File: src/dimmer_seq_pkg.sv
package dimmer_seq_pkg;

  // -----------------------------------------------------------------
  // timing
  // -----------------------------------------------------------------
  localparam int unsigned CLK_HZ          = 40000000;
  localparam int unsigned TICK_MS         = 10;
  localparam int unsigned TICK_CYCLES     = CLK_HZ / 1000 * TICK_MS;
  localparam int unsigned TICKS_PER_SEC   = 1000 / TICK_MS;
  localparam int unsigned SECS_PER_DAY    = 86400;

  // -----------------------------------------------------------------
  // sizes
  // -----------------------------------------------------------------
  localparam int unsigned NUM_STEPS       = 32;
  localparam int unsigned FULL_SCALE      = 255;

  // -----------------------------------------------------------------
  // register map (word aligned byte offsets)
  // -----------------------------------------------------------------
  localparam logic [7:0] ADDR_LOCK_CFG    = 8'h00;
  localparam logic [7:0] ADDR_SEQ_CFG     = 8'h04;
  localparam logic [7:0] ADDR_SEQ_CFG2    = 8'h08;
  localparam logic [7:0] ADDR_STATUS      = 8'h0c;
  localparam logic [7:0] ADDR_STEP_SEL    = 8'h10;
  localparam logic [7:0] ADDR_STEP_W0     = 8'h14;
  localparam logic [7:0] ADDR_STEP_W1     = 8'h18;
  localparam logic [7:0] ADDR_TIME        = 8'h1c;

  localparam logic [31:0] RESET_LOCK_CFG  = 32'h0000_0001;
  localparam logic [31:0] RESET_SEQ_CFG   = 32'h0000_0000;
  localparam logic [31:0] RESET_SEQ_CFG2  = 32'h0000_0000;

  // -----------------------------------------------------------------
  // enumerations
  // -----------------------------------------------------------------
  typedef enum logic [1:0] {
    END_NONE, END_DIM, END_RESTORE, END_LAST
  } lock_end_type;

  typedef enum logic [1:0] {
    RES_OBJECT, RES_OFFTIME, RES_NEXT_STEP
  } resume_mode_type;

  typedef enum logic [1:0] {
    OFF_COMPLETE, OFF_STEP, OFF_STOP
  } off_mode_type;

  typedef enum logic [1:0] {
    START_NONE, START_TIME, START_WAIT
  } time_start_type;

  typedef enum logic [1:0] {
    ACT_NONE, ACT_LOOP, ACT_SCENE, ACT_BRIGHT
  } action_type;

  // step configuration word pair
  typedef struct packed {
    time_start_type time_mode;
    logic           tel_en;
    logic           scene_en;
    logic [5:0]     scene_in;
    action_type     action;
    logic [4:0]     loop_to;
    logic [5:0]     loop_cnt;   // six bits keep a step inside two words
    logic [7:0]     param;
    logic [16:0]    start_sec;
    logic [15:0]    fade_ticks;
  } step_cfg_type;

  // group-object telegram inputs
  typedef struct packed {
    logic        normal_valid;
    logic [7:0]  normal_value;
    logic        manual;
    logic        lock_valid;
    logic        lock_value;
    logic        prio_valid;
    logic [7:0]  prio_value;
    logic        suspend_valid;
    logic        suspend_value;
    logic        onoff_valid;
    logic        onoff_value;
    logic        step_valid;
    logic [4:0]  step_index;
    logic        step_value;
    logic        scene_valid;
    logic [5:0]  scene_value;
    logic        time_valid;
    logic [16:0] time_value;
  } telegram_type;

endpackage

File: src/dimmer_seq.sv
module dimmer_seq
  import dimmer_seq_pkg::*;
(
  // clock and reset
  input  wire logic        aclk,
  input  wire logic        aresetn,
  // axi4-lite write
  input  wire logic        s_axi_awvalid,
  output logic             s_axi_awready,
  input  wire logic [7:0]  s_axi_awaddr,
  input  wire logic        s_axi_wvalid,
  output logic             s_axi_wready,
  input  wire logic [31:0] s_axi_wdata,
  input  wire logic [3:0]  s_axi_wstrb,
  output logic             s_axi_bvalid,
  input  wire logic        s_axi_bready,
  output logic [1:0]       s_axi_bresp,
  // axi4-lite read
  input  wire logic        s_axi_arvalid,
  output logic             s_axi_arready,
  input  wire logic [7:0]  s_axi_araddr,
  output logic             s_axi_rvalid,
  input  wire logic        s_axi_rready,
  output logic [31:0]      s_axi_rdata,
  output logic [1:0]       s_axi_rresp,
  // telegrams
  input  wire telegram_type tel,
  // outputs
  output logic [7:0]       brightness,
  output logic             scene_out_valid,
  output logic [5:0]       scene_out
);

  // -----------------------------------------------------------------
  // state
  // -----------------------------------------------------------------
  typedef struct packed {
    logic        aw_got;
    logic [7:0]  aw_addr;
    logic        w_got;
    logic [31:0] w_data;
    logic        bvalid;
    logic [1:0]  bresp;
    logic        rvalid;
    logic [31:0] rdata;
    logic [1:0]  rresp;
    logic [31:0] lock_cfg;
    logic [31:0] seq_cfg;
    logic [31:0] seq_cfg2;
    logic [4:0]  step_sel;
    logic [23:0] tick_div;
    logic        tick;
    logic [6:0]  sub_sec;
    logic [16:0] tod;
    logic        tod_valid;
    logic        locked;
    logic [7:0]  saved;
    logic [7:0]  last_tel;
    logic        last_seen;
    logic [7:0]  level;
    logic [7:0]  target;
    logic [15:0] fade_ticks;
    logic [15:0] fade_acc;
    logic        seq_on;
    logic        running;
    logic        suspended;
    logic [4:0]  cur;
    logic [31:0] wait_cnt;
    logic [31:0] off_cnt;
    logic [7:0]  loops_done;
    logic        scene_v;
    logic [5:0]  scene;
  } state_type;

  state_type    s, next_s;
  step_cfg_type steps [NUM_STEPS];
  logic [63:0]  step_raw [NUM_STEPS];

  function automatic step_cfg_type unpack_step(input logic [63:0] raw);
    unpack_step = step_cfg_type'(raw[$bits(step_cfg_type)-1:0]);
  endfunction

  // lock config fields
  logic         lock_pol;
  logic         start_dim;
  lock_end_type end_mode;
  logic [7:0]   start_val, end_val;
  assign lock_pol  = s.lock_cfg[0];
  assign start_dim = s.lock_cfg[1];
  assign end_mode  = lock_end_type'(s.lock_cfg[3:2]);
  assign start_val = s.lock_cfg[15:8];
  assign end_val   = s.lock_cfg[23:16];

  // sequencer config fields
  logic [5:0]      num_steps;
  resume_mode_type res_mode;
  logic [4:0]      res_step;
  logic            onoff_pol;
  logic            on_run;
  logic [4:0]      on_step;
  off_mode_type    off_mode;
  logic [4:0]      off_step;
  assign num_steps = (s.seq_cfg[5:0] > 6'd32) ? 6'd32 : s.seq_cfg[5:0];
  assign res_mode  = resume_mode_type'(s.seq_cfg[7:6]);
  assign res_step  = s.seq_cfg[12:8];
  assign onoff_pol = s.seq_cfg[13];
  assign on_run    = s.seq_cfg[14];
  assign on_step   = s.seq_cfg[19:15];
  assign off_mode  = off_mode_type'(s.seq_cfg[21:20]);
  assign off_step  = s.seq_cfg[26:22];

  // -----------------------------------------------------------------
  // step memory
  // -----------------------------------------------------------------
  logic wr_fire;
  assign wr_fire = s.aw_got && s.w_got && !s.bvalid;

  always_ff @(posedge aclk) begin
    if (wr_fire && s.aw_addr == ADDR_STEP_W0)
      step_raw[s.step_sel][31:0] <= s.w_data;
    if (wr_fire && s.aw_addr == ADDR_STEP_W1)
      step_raw[s.step_sel][63:32] <= s.w_data;
  end

  genvar g;
  generate
    for (g = 0; g < NUM_STEPS; g++) begin : g_step
      assign steps[g] = unpack_step(step_raw[g]);
    end
  endgenerate

  // -----------------------------------------------------------------
  // next state
  // -----------------------------------------------------------------
  always_comb begin
    logic         act;
    logic         uncond;
    logic [4:0]   act_idx;
    logic         lock_evt;
    logic         seq_rst;
    step_cfg_type st;
    logic [15:0]  acc;
    next_s = s;
    act = 1'b0;
    uncond = 1'b0;
    act_idx = 5'd0;
    lock_evt = 1'b0;
    seq_rst = 1'b0;
    st = steps[0];
    acc = 16'd0;
    next_s.scene_v = 1'b0;

    // bus slave; reads answer one cycle after address
    if (s_axi_awvalid && !s.aw_got) begin
      next_s.aw_got  = 1'b1;
      next_s.aw_addr = s_axi_awaddr;
    end
    if (s_axi_wvalid && !s.w_got) begin
      next_s.w_got  = 1'b1;
      next_s.w_data = s_axi_wdata;
    end
    if (wr_fire) begin
      next_s.bvalid = 1'b1;
      next_s.bresp  = 2'b00;
      case (s.aw_addr)
        ADDR_LOCK_CFG: next_s.lock_cfg = s.w_data;
        ADDR_SEQ_CFG:  next_s.seq_cfg  = s.w_data;
        ADDR_SEQ_CFG2: next_s.seq_cfg2 = s.w_data;
        ADDR_STEP_SEL: next_s.step_sel = s.w_data[4:0];
        ADDR_STEP_W0, ADDR_STEP_W1: ;
        default:       next_s.bresp  = 2'b10;
      endcase
    end
    if (s.bvalid && s_axi_bready) begin
      next_s.bvalid = 1'b0;
      next_s.aw_got = 1'b0;
      next_s.w_got  = 1'b0;
    end
    if (s_axi_arvalid && !s.rvalid) begin
      next_s.rvalid = 1'b1;
      next_s.rresp  = 2'b00;
      case (s_axi_araddr)
        ADDR_LOCK_CFG: next_s.rdata = s.lock_cfg;
        ADDR_SEQ_CFG:  next_s.rdata = s.seq_cfg;
        ADDR_SEQ_CFG2: next_s.rdata = s.seq_cfg2;
        ADDR_STATUS:   next_s.rdata = {8'h00, s.level, 3'b000, s.cur,
                                       3'b000, s.tod_valid, s.suspended,
                                       s.running, s.seq_on, s.locked};
        ADDR_STEP_SEL: next_s.rdata = {27'h0, s.step_sel};
        ADDR_STEP_W0:  next_s.rdata = step_raw[s.step_sel][31:0];
        ADDR_STEP_W1:  next_s.rdata = step_raw[s.step_sel][63:32];
        ADDR_TIME:     next_s.rdata = {14'h0, s.tod_valid, s.tod};
        default: begin
          next_s.rdata = 32'h0;
          next_s.rresp = 2'b10;
        end
      endcase
    end
    if (s.rvalid && s_axi_rready)
      next_s.rvalid = 1'b0;

    // tick divider and time of day
    next_s.tick = 1'b0;
    if (s.tick_div == 24'(TICK_CYCLES - 1)) begin
      next_s.tick_div = 24'd0;
      next_s.tick     = 1'b1;
    end else begin
      next_s.tick_div = s.tick_div + 24'd1;
    end
    if (s.tick) begin
      if (s.sub_sec == 7'(TICKS_PER_SEC - 1)) begin
        next_s.sub_sec = 7'd0;
        next_s.tod = (s.tod == 17'(SECS_PER_DAY - 1)) ? 17'd0
                                                      : s.tod + 17'd1;
      end else begin
        next_s.sub_sec = s.sub_sec + 7'd1;
      end
    end
    if (tel.time_valid && tel.time_value < 17'(SECS_PER_DAY)) begin
      next_s.tod       = tel.time_value;
      next_s.sub_sec   = 7'd0;
      next_s.tod_valid = 1'b1;
    end

    // linear fade, up to four steps per tick from full-range time
    if (s.tick && s.level != s.target) begin
      if (s.fade_ticks == 16'd0) begin
        next_s.level = s.target;
      end else begin
        acc = s.fade_acc + 16'(FULL_SCALE);
        next_s.fade_acc = acc;
        while_loop: for (int i = 0; i < 4; i++) begin
          if (next_s.fade_acc >= s.fade_ticks &&
              next_s.level != s.target) begin
            next_s.fade_acc = next_s.fade_acc - s.fade_ticks;
            next_s.level = (s.target > next_s.level) ? next_s.level + 8'd1
                                                     : next_s.level - 8'd1;
          end
        end
      end
    end

    // lock function
    if (tel.lock_valid) begin
      if ((tel.lock_value == lock_pol) && !s.locked) begin
        next_s.locked    = 1'b1;
        next_s.saved     = s.target;
        next_s.last_seen = 1'b0;
        lock_evt = 1'b1;
        if (start_dim) begin
          next_s.target = start_val;
        end
      end else if ((tel.lock_value != lock_pol) && s.locked) begin
        next_s.locked = 1'b0;
        lock_evt = 1'b1;
        case (end_mode)
          END_DIM:     next_s.target = end_val;
          END_RESTORE: next_s.target = s.saved;
          END_LAST: begin
            if (s.last_seen)
              next_s.target = s.last_tel;
          end
          default: ;
        endcase
      end
    end
    if (tel.prio_valid && s.locked)
      next_s.target = tel.prio_value;
    if (tel.normal_valid) begin
      if (!s.locked) begin
        next_s.target = tel.normal_value;
      end else if (end_mode == END_LAST) begin
        next_s.last_tel  = tel.normal_value;
        next_s.last_seen = 1'b1;
      end
      // otherwise dropped while locked
    end

    // manual interruption
    if (tel.manual && !s.locked && s.running && !s.suspended) begin
      next_s.suspended = 1'b1;
      next_s.off_cnt   = 32'd0;
    end

    // suspend object
    if (tel.suspend_valid && !s.locked) begin
      if (tel.suspend_value) begin
        next_s.suspended = s.running;
      end else if (s.suspended && s.seq_on) begin
        next_s.suspended = 1'b0;
        act = 1'b1;
        uncond = 1'b1;
        act_idx = res_step;
      end
    end

    // off-time resume
    if (s.suspended && s.seq_on && !s.locked && res_mode == RES_OFFTIME &&
        s.tick) begin
      next_s.off_cnt = s.off_cnt + 32'd1;
      if (s.off_cnt >= s.seq_cfg2) begin
        next_s.suspended = 1'b0;
        act = 1'b1;
        uncond = 1'b1;
        act_idx = res_step;
      end
    end

    // sequencer on/off
    if (tel.onoff_valid && !s.locked) begin
      if (tel.onoff_value == onoff_pol) begin
        next_s.seq_on = 1'b1;
        if (s.suspended) begin
          next_s.suspended = 1'b0;
          act = 1'b1;
          uncond = 1'b1;
          act_idx = res_step;
        end else if (on_run) begin
          act = 1'b1;
          uncond = 1'b1;
          act_idx = on_step;
        end
      end else begin
        next_s.seq_on  = 1'b0;
        next_s.running = 1'b0;
        case (off_mode)
          OFF_STEP: begin
            act = 1'b1;
            uncond = 1'b1;
            act_idx = off_step;
          end
          OFF_STOP: next_s.target = s.level;
          default: ;
        endcase
      end
    end

    // conditional step activations, blocked while off or locked
    if (s.seq_on && !s.locked && !act) begin
      if (tel.step_valid && tel.step_index < num_steps &&
          steps[tel.step_index].tel_en) begin
        act = 1'b1;
        act_idx = tel.step_index;
        seq_rst = !tel.step_value;
      end else if (tel.scene_valid) begin
        for (int i = NUM_STEPS - 1; i >= 0; i--) begin
          if (i < num_steps && steps[i].scene_en &&
              steps[i].scene_in == tel.scene_value) begin
            act = 1'b1;
            act_idx = 5'(i);
          end
        end
      end else if (s.tod_valid && s.tick && s.sub_sec == 7'd0) begin
        for (int i = NUM_STEPS - 1; i >= 0; i--) begin
          if (i < num_steps && steps[i].time_mode == START_TIME &&
              steps[i].start_sec == s.tod) begin
            act = 1'b1;
            act_idx = 5'(i);
          end
        end
      end
      if (act && s.suspended && res_mode != RES_NEXT_STEP)
        act = 1'b0;
      if (act)
        next_s.suspended = 1'b0;
    end

    // wait-interval chaining from the previous step
    if (s.running && !s.suspended && s.seq_on && !s.locked && !act &&
        s.tick) begin
      next_s.wait_cnt = s.wait_cnt + 32'd1;
      if (32'(s.cur) + 32'd1 < 32'(num_steps) && s.cur != 5'd31) begin
        st = steps[s.cur + 5'd1];
        if (st.time_mode == START_WAIT &&
            s.wait_cnt >= {15'd0, st.start_sec} * 32'(TICKS_PER_SEC)) begin
          act = 1'b1;
          act_idx = s.cur + 5'd1;
        end
      end
    end

    // execute activated step
    if (act && (uncond || act_idx < num_steps)) begin
      st = steps[act_idx];
      next_s.running  = 1'b1;
      next_s.cur      = act_idx;
      next_s.wait_cnt = 32'd0;
      case (st.action)
        ACT_LOOP: begin
          if (s.loops_done < st.loop_cnt) begin
            next_s.loops_done = s.loops_done + 8'd1;
            next_s.cur = st.loop_to - 5'd1;
            if (st.loop_to == 5'd0)
              next_s.cur = 5'd0;
          end else begin
            next_s.loops_done = 8'd0;
          end
        end
        ACT_SCENE: begin
          next_s.scene_v = 1'b1;
          next_s.scene   = st.param[5:0];
        end
        ACT_BRIGHT: begin
          next_s.target     = st.param;
          next_s.fade_ticks = st.fade_ticks;
          next_s.fade_acc   = 16'd0;
        end
        default: ;
      endcase
    end
    // off telegram runs the step but leaves the sequence idle
    if (act && seq_rst) begin
      next_s.running    = 1'b0;
      next_s.loops_done = 8'd0;
    end
    if (lock_evt)
      next_s.fade_acc = 16'd0;
  end

  // -----------------------------------------------------------------
  // registers
  // -----------------------------------------------------------------
  always_ff @(posedge aclk) begin
    if (!aresetn) begin
      s          <= '0;
      s.lock_cfg <= RESET_LOCK_CFG;
      s.seq_cfg  <= RESET_SEQ_CFG;
      s.seq_cfg2 <= RESET_SEQ_CFG2;
    end else begin
      s <= next_s;
    end
  end

  assign s_axi_awready   = !s.aw_got;
  assign s_axi_wready    = !s.w_got;
  assign s_axi_bvalid    = s.bvalid;
  assign s_axi_bresp     = s.bresp;
  assign s_axi_arready   = !s.rvalid;
  assign s_axi_rvalid    = s.rvalid;
  assign s_axi_rdata     = s.rdata;
  assign s_axi_rresp     = s.rresp;
  assign brightness      = s.level;
  assign scene_out_valid = s.scene_v;
  assign scene_out       = s.scene;

endmodule // dimmer_seq

File: config.mk
export PLATFORM = sky130hd
export DESIGN_NAME = dimmer_seq
export DESIGN_NICKNAME = d
export VERILOG_FILES = /design/src/dimmer_seq_pkg.sv /design/src/dimmer_seq.sv
export SDC_FILE = /design/constraint.sdc
export NUM_CORES = 2
export LEC_CHECK = 0
export BUFFER_PORTS_ARGS = -buffer_cell sky130_fd_sc_hd__clkbuf_2
export CAP_MARGIN = 30
export CELL_PAD_IN_SITES_DETAIL_PLACEMENT = 0
export CELL_PAD_IN_SITES_GLOBAL_PLACEMENT = 1
export CORE_MARGIN = 8
export CORE_UTILIZATION = 50
export CTS_CLUSTER_SIZE = 28
export DETAILED_ROUTE_END_ITERATION = 8
export PLACE_DENSITY = 0.79
export SETUP_SLACK_MARGIN = 0.5
export SYNTH_ARGS = -nofsm -noshare
export SYNTH_HDL_FRONTEND = slang
export SYNTH_SLANG_ARGS = --single-unit
File: constraint.sdc
create_clock -name aclk -period 15.25 [get_ports aclk]
set_clock_uncertainty 0.05 [all_clocks]
set_input_delay 3.8125 -clock aclk [delete_from_list [all_inputs] [get_ports aclk]]
set_output_delay 3.8125 -clock aclk [all_outputs]
set_load 0.05 [all_outputs]
==> run metrics <==
share of the synthesized area in the top cell type=approximately 46%; Site Rows=about 190; DP HPWL=between 300000 and 400000 um; vias=between 90000 and 100k; TritonRoute pass-1 iters=7; Post-layout nets=~11000; initial antenna violation count=43; PD cells=about 120 mW/mm^2; asr flop ratio synth=0%; number of I/O pins=approximately 170; CTS Buf Count=between 200 and 300; Syn. warnings=0; fillcell total=between 20000 and 25000; clk buf depth=4; Synth top cells by count=edfxtp_1 (2048), nand2_1 (904), mux4_2 (821), xnor2_1 (586), mux2i_1 (503); clock sinks=approximately 2400; Mapped Area=between 0.1 and 0.15 mm^2; Final Max Tran Viols=0; Starting Density=about half; Port Buffers=between 150 and 200; CP Capture Type=flop; worst slew pin tran=1.32 ns; cells after synthesis=10100; antenna violation net count after detailed routing=0; relative slew slack=12.0%; first-pass GRT wire length=679000 um; crit path max fanout=24; gpl congestion=slightly above 1; DP Worst Slack=a little under 0.7 ns; max cap viols=0; syn avg cell area=about 13 um^2; top layer in use=met5; CP required=approximately 16 ns; most instantiated library cell after synthesis=edfxtp_1; Worst Hold Class=reg2reg; Core Footprint=roughly 0.26 mm^2; predominant post-synthesis flop cell=edfxtp_1; P&R area growth vs syn=11.1%; final wirelength=between 400000 and 500000 um; Worst Hold Slack=around 0.40 ns; register bit total from synthesis=between 2000 and 2500; met3 routed WL=slightly below 70000 um; Util after Layout=a little under three fifths; vias in the first global route=between 90000 and 100k; Fin. Hold Viols=0; Reg clk slew, reported paths=~0.06 ns; gr ovfl total=0; Final setup viols=0; period utilization=about nine tenths; die height=530 um; drc violations=0; First DRT Iteration DRCs=14700; Skew-Pair Late Insertion Delay=slightly above 0.9 ns; Synth cell types=94; slowest CP cell=dfxtp_1; Fmax=0.0717 GHz; Final Worst Setup Slack=roughly 1.3 ns; fraction of layout cells with a size suffix above 1=between 20% and 30%; wl on met1=approximately 180000 um; leakage power total=roughly 47 nW; RSZ-0062 raised after global routing=yes; CP Data Arrival Time=14.69 ns; Worst Setup Start Kind=flop; largest area contributor in the netlist=edfxtp_1; outcome=finished, final reports clean; number of enable flip-flop cells after synthesis=2048; DR vias/cell=between 6 and 7; post-route setup TNS=0 ns; CTS tree=built; CTS H-Tree Depth=5; fin crit period=13.95 ns; crit-path max cell delay=about 0.7 ns; PnR Total Power=17.8 mW; clock root cell=clkbuf_16; Synth area leaders=edfxtp_1 (46%), mux4_2 (14%), dfxtp_1 (5.9%), xnor2_1 (3.9%), mux2i_1 (3.8%); GRT Total Usage=between 30% and 40%; Worst Setup Path Type=reg2reg; most frequent CP cell=o21ai_0; peak supply drop=~270 uV; DR WL met2=approximately 210000 um; largest net degree at the start of global routing=161; WL/cell=between 30 and 40 um; die area=about 0.28 mm^2; Die Width=approximately 530 um; Seq/Total Area, Yosys=between 50% and 60%
per-layer routing:
metal	track usage [%]	up-vias
met5	0	-
met4	15.9	22
met3	11.3	1255
met1	44.7	48400
met2	49.8	6706
li1	-	39100
placed cells by master (no fill, tap or decap), drive strengths merged, types with 65 or more instances in the layout:
cell	netlist	layout
nand4	189	189
nand2	904	904
mux2	219	219
a31oi	65	65
xnor2	587	587
dfxtp	387	387
nor2	454	454
nor2b	65	65
nor3	102	102
ha	261	261
nand3	277	277
inv	258	271
buf	318	336
mux4	821	821
a211oi	139	139
o21ai	292	292
clkbuf	374	527
xor2	307	307
o211ai	168	168
clkinv	4	95
a21oi	382	382
edfxtp	2048	2048
and2	77	77
mux2i	503	503
nor4	137	137
area by class of cell:
class | count | area, um^2 | area share, %
Antenna cell | 19 | 47.5 | 0.0324
Clock buffer | 358 | 7470 | 5.09
Clock inverter | 129 | 1250 | 0.854
Inverter | 262 | 1010 | 0.685
Multi-Input combinational cell | 6674 | 59700 | 40.6
Sequential cell | 2435 | 69300 | 47.2
Tap cell | 3533 | 4420 | 3.01
Timing Repair Buffer | 505 | 3730 | 2.54
final timing paths:
kind                            depth (start not counted)  endpoint  slack, ns  startpoint
worst max-delay path                                   54     s[81]       1.30       s[80]
worst max register to register                         54     s[81]       1.30       s[80]
worst min-delay path                                    2    s[269]       0.40      s[269]
worst min register to register                          2    s[269]       0.40      s[269]
report_power, final:
group	internal, mW	switching, mW
clock	3.81	2.80
combinational	1.53	2.35
sequential	7.23	0.0424
total	12.6	5.19
repair_timing:
action | 4_1_cts | 5_1_grt
hold buffers | 0 | 0
endpoints found under the hold margin | 0 | 0
setup endpoints to repair | 0 | 37
setup buffers | 0 | 1
resized for setup | 0 | 14
registers in the layout, summed over array words and instances, names as in the netlist, 2 cells and up, named ones only:
signal / cells
step_raw: 2048
s: 299
s_axi_rdata: 32
brightness: 8
end_val: 8
scene_out: 6
off_step: 5
on_step: 5
res_step: 5
end_mode: 2
off_mode: 2
res_mode: 2
per-stage QoR:
step	instance area, um^2	cells
floorplan	132000	10100
global placement	138000	13400
detailed placement	138000	13400
CTS	147000	13900
global route	147000	13900
finish	147000	13900
worst max-delay path: cells and delay by family (launching register included):
kind | cells | cell delay [ns]
xor+xnor | 1 | 0.15
simple gates | 13 | 2.84
mux | 3 | 1.46
buf+inv | 5 | 0.93
flops | 1 | 0.71
fa+ha+maj | 7 | 2.73
compound gates | 25 | 4.93
cell families (layout without fill, tap and decap cells):
logic type	Yosys count	count (layout)	synth area share, %
AO/OA/AOI/OAI	1449	1449	7.09
XOR/XNOR	894	894	5.93
adder cells (fa/ha/maj)	281	281	2.77
buffers and inverters	954	1254	3.04
flip-flops	2435	2435	52.4
multiplexers	1543	1543	19.6
other	1	21	0.00284
AND/OR/NAND/NOR	2505	2505	9.16
No activity file was read; power rests on OpenSTA's default activity.
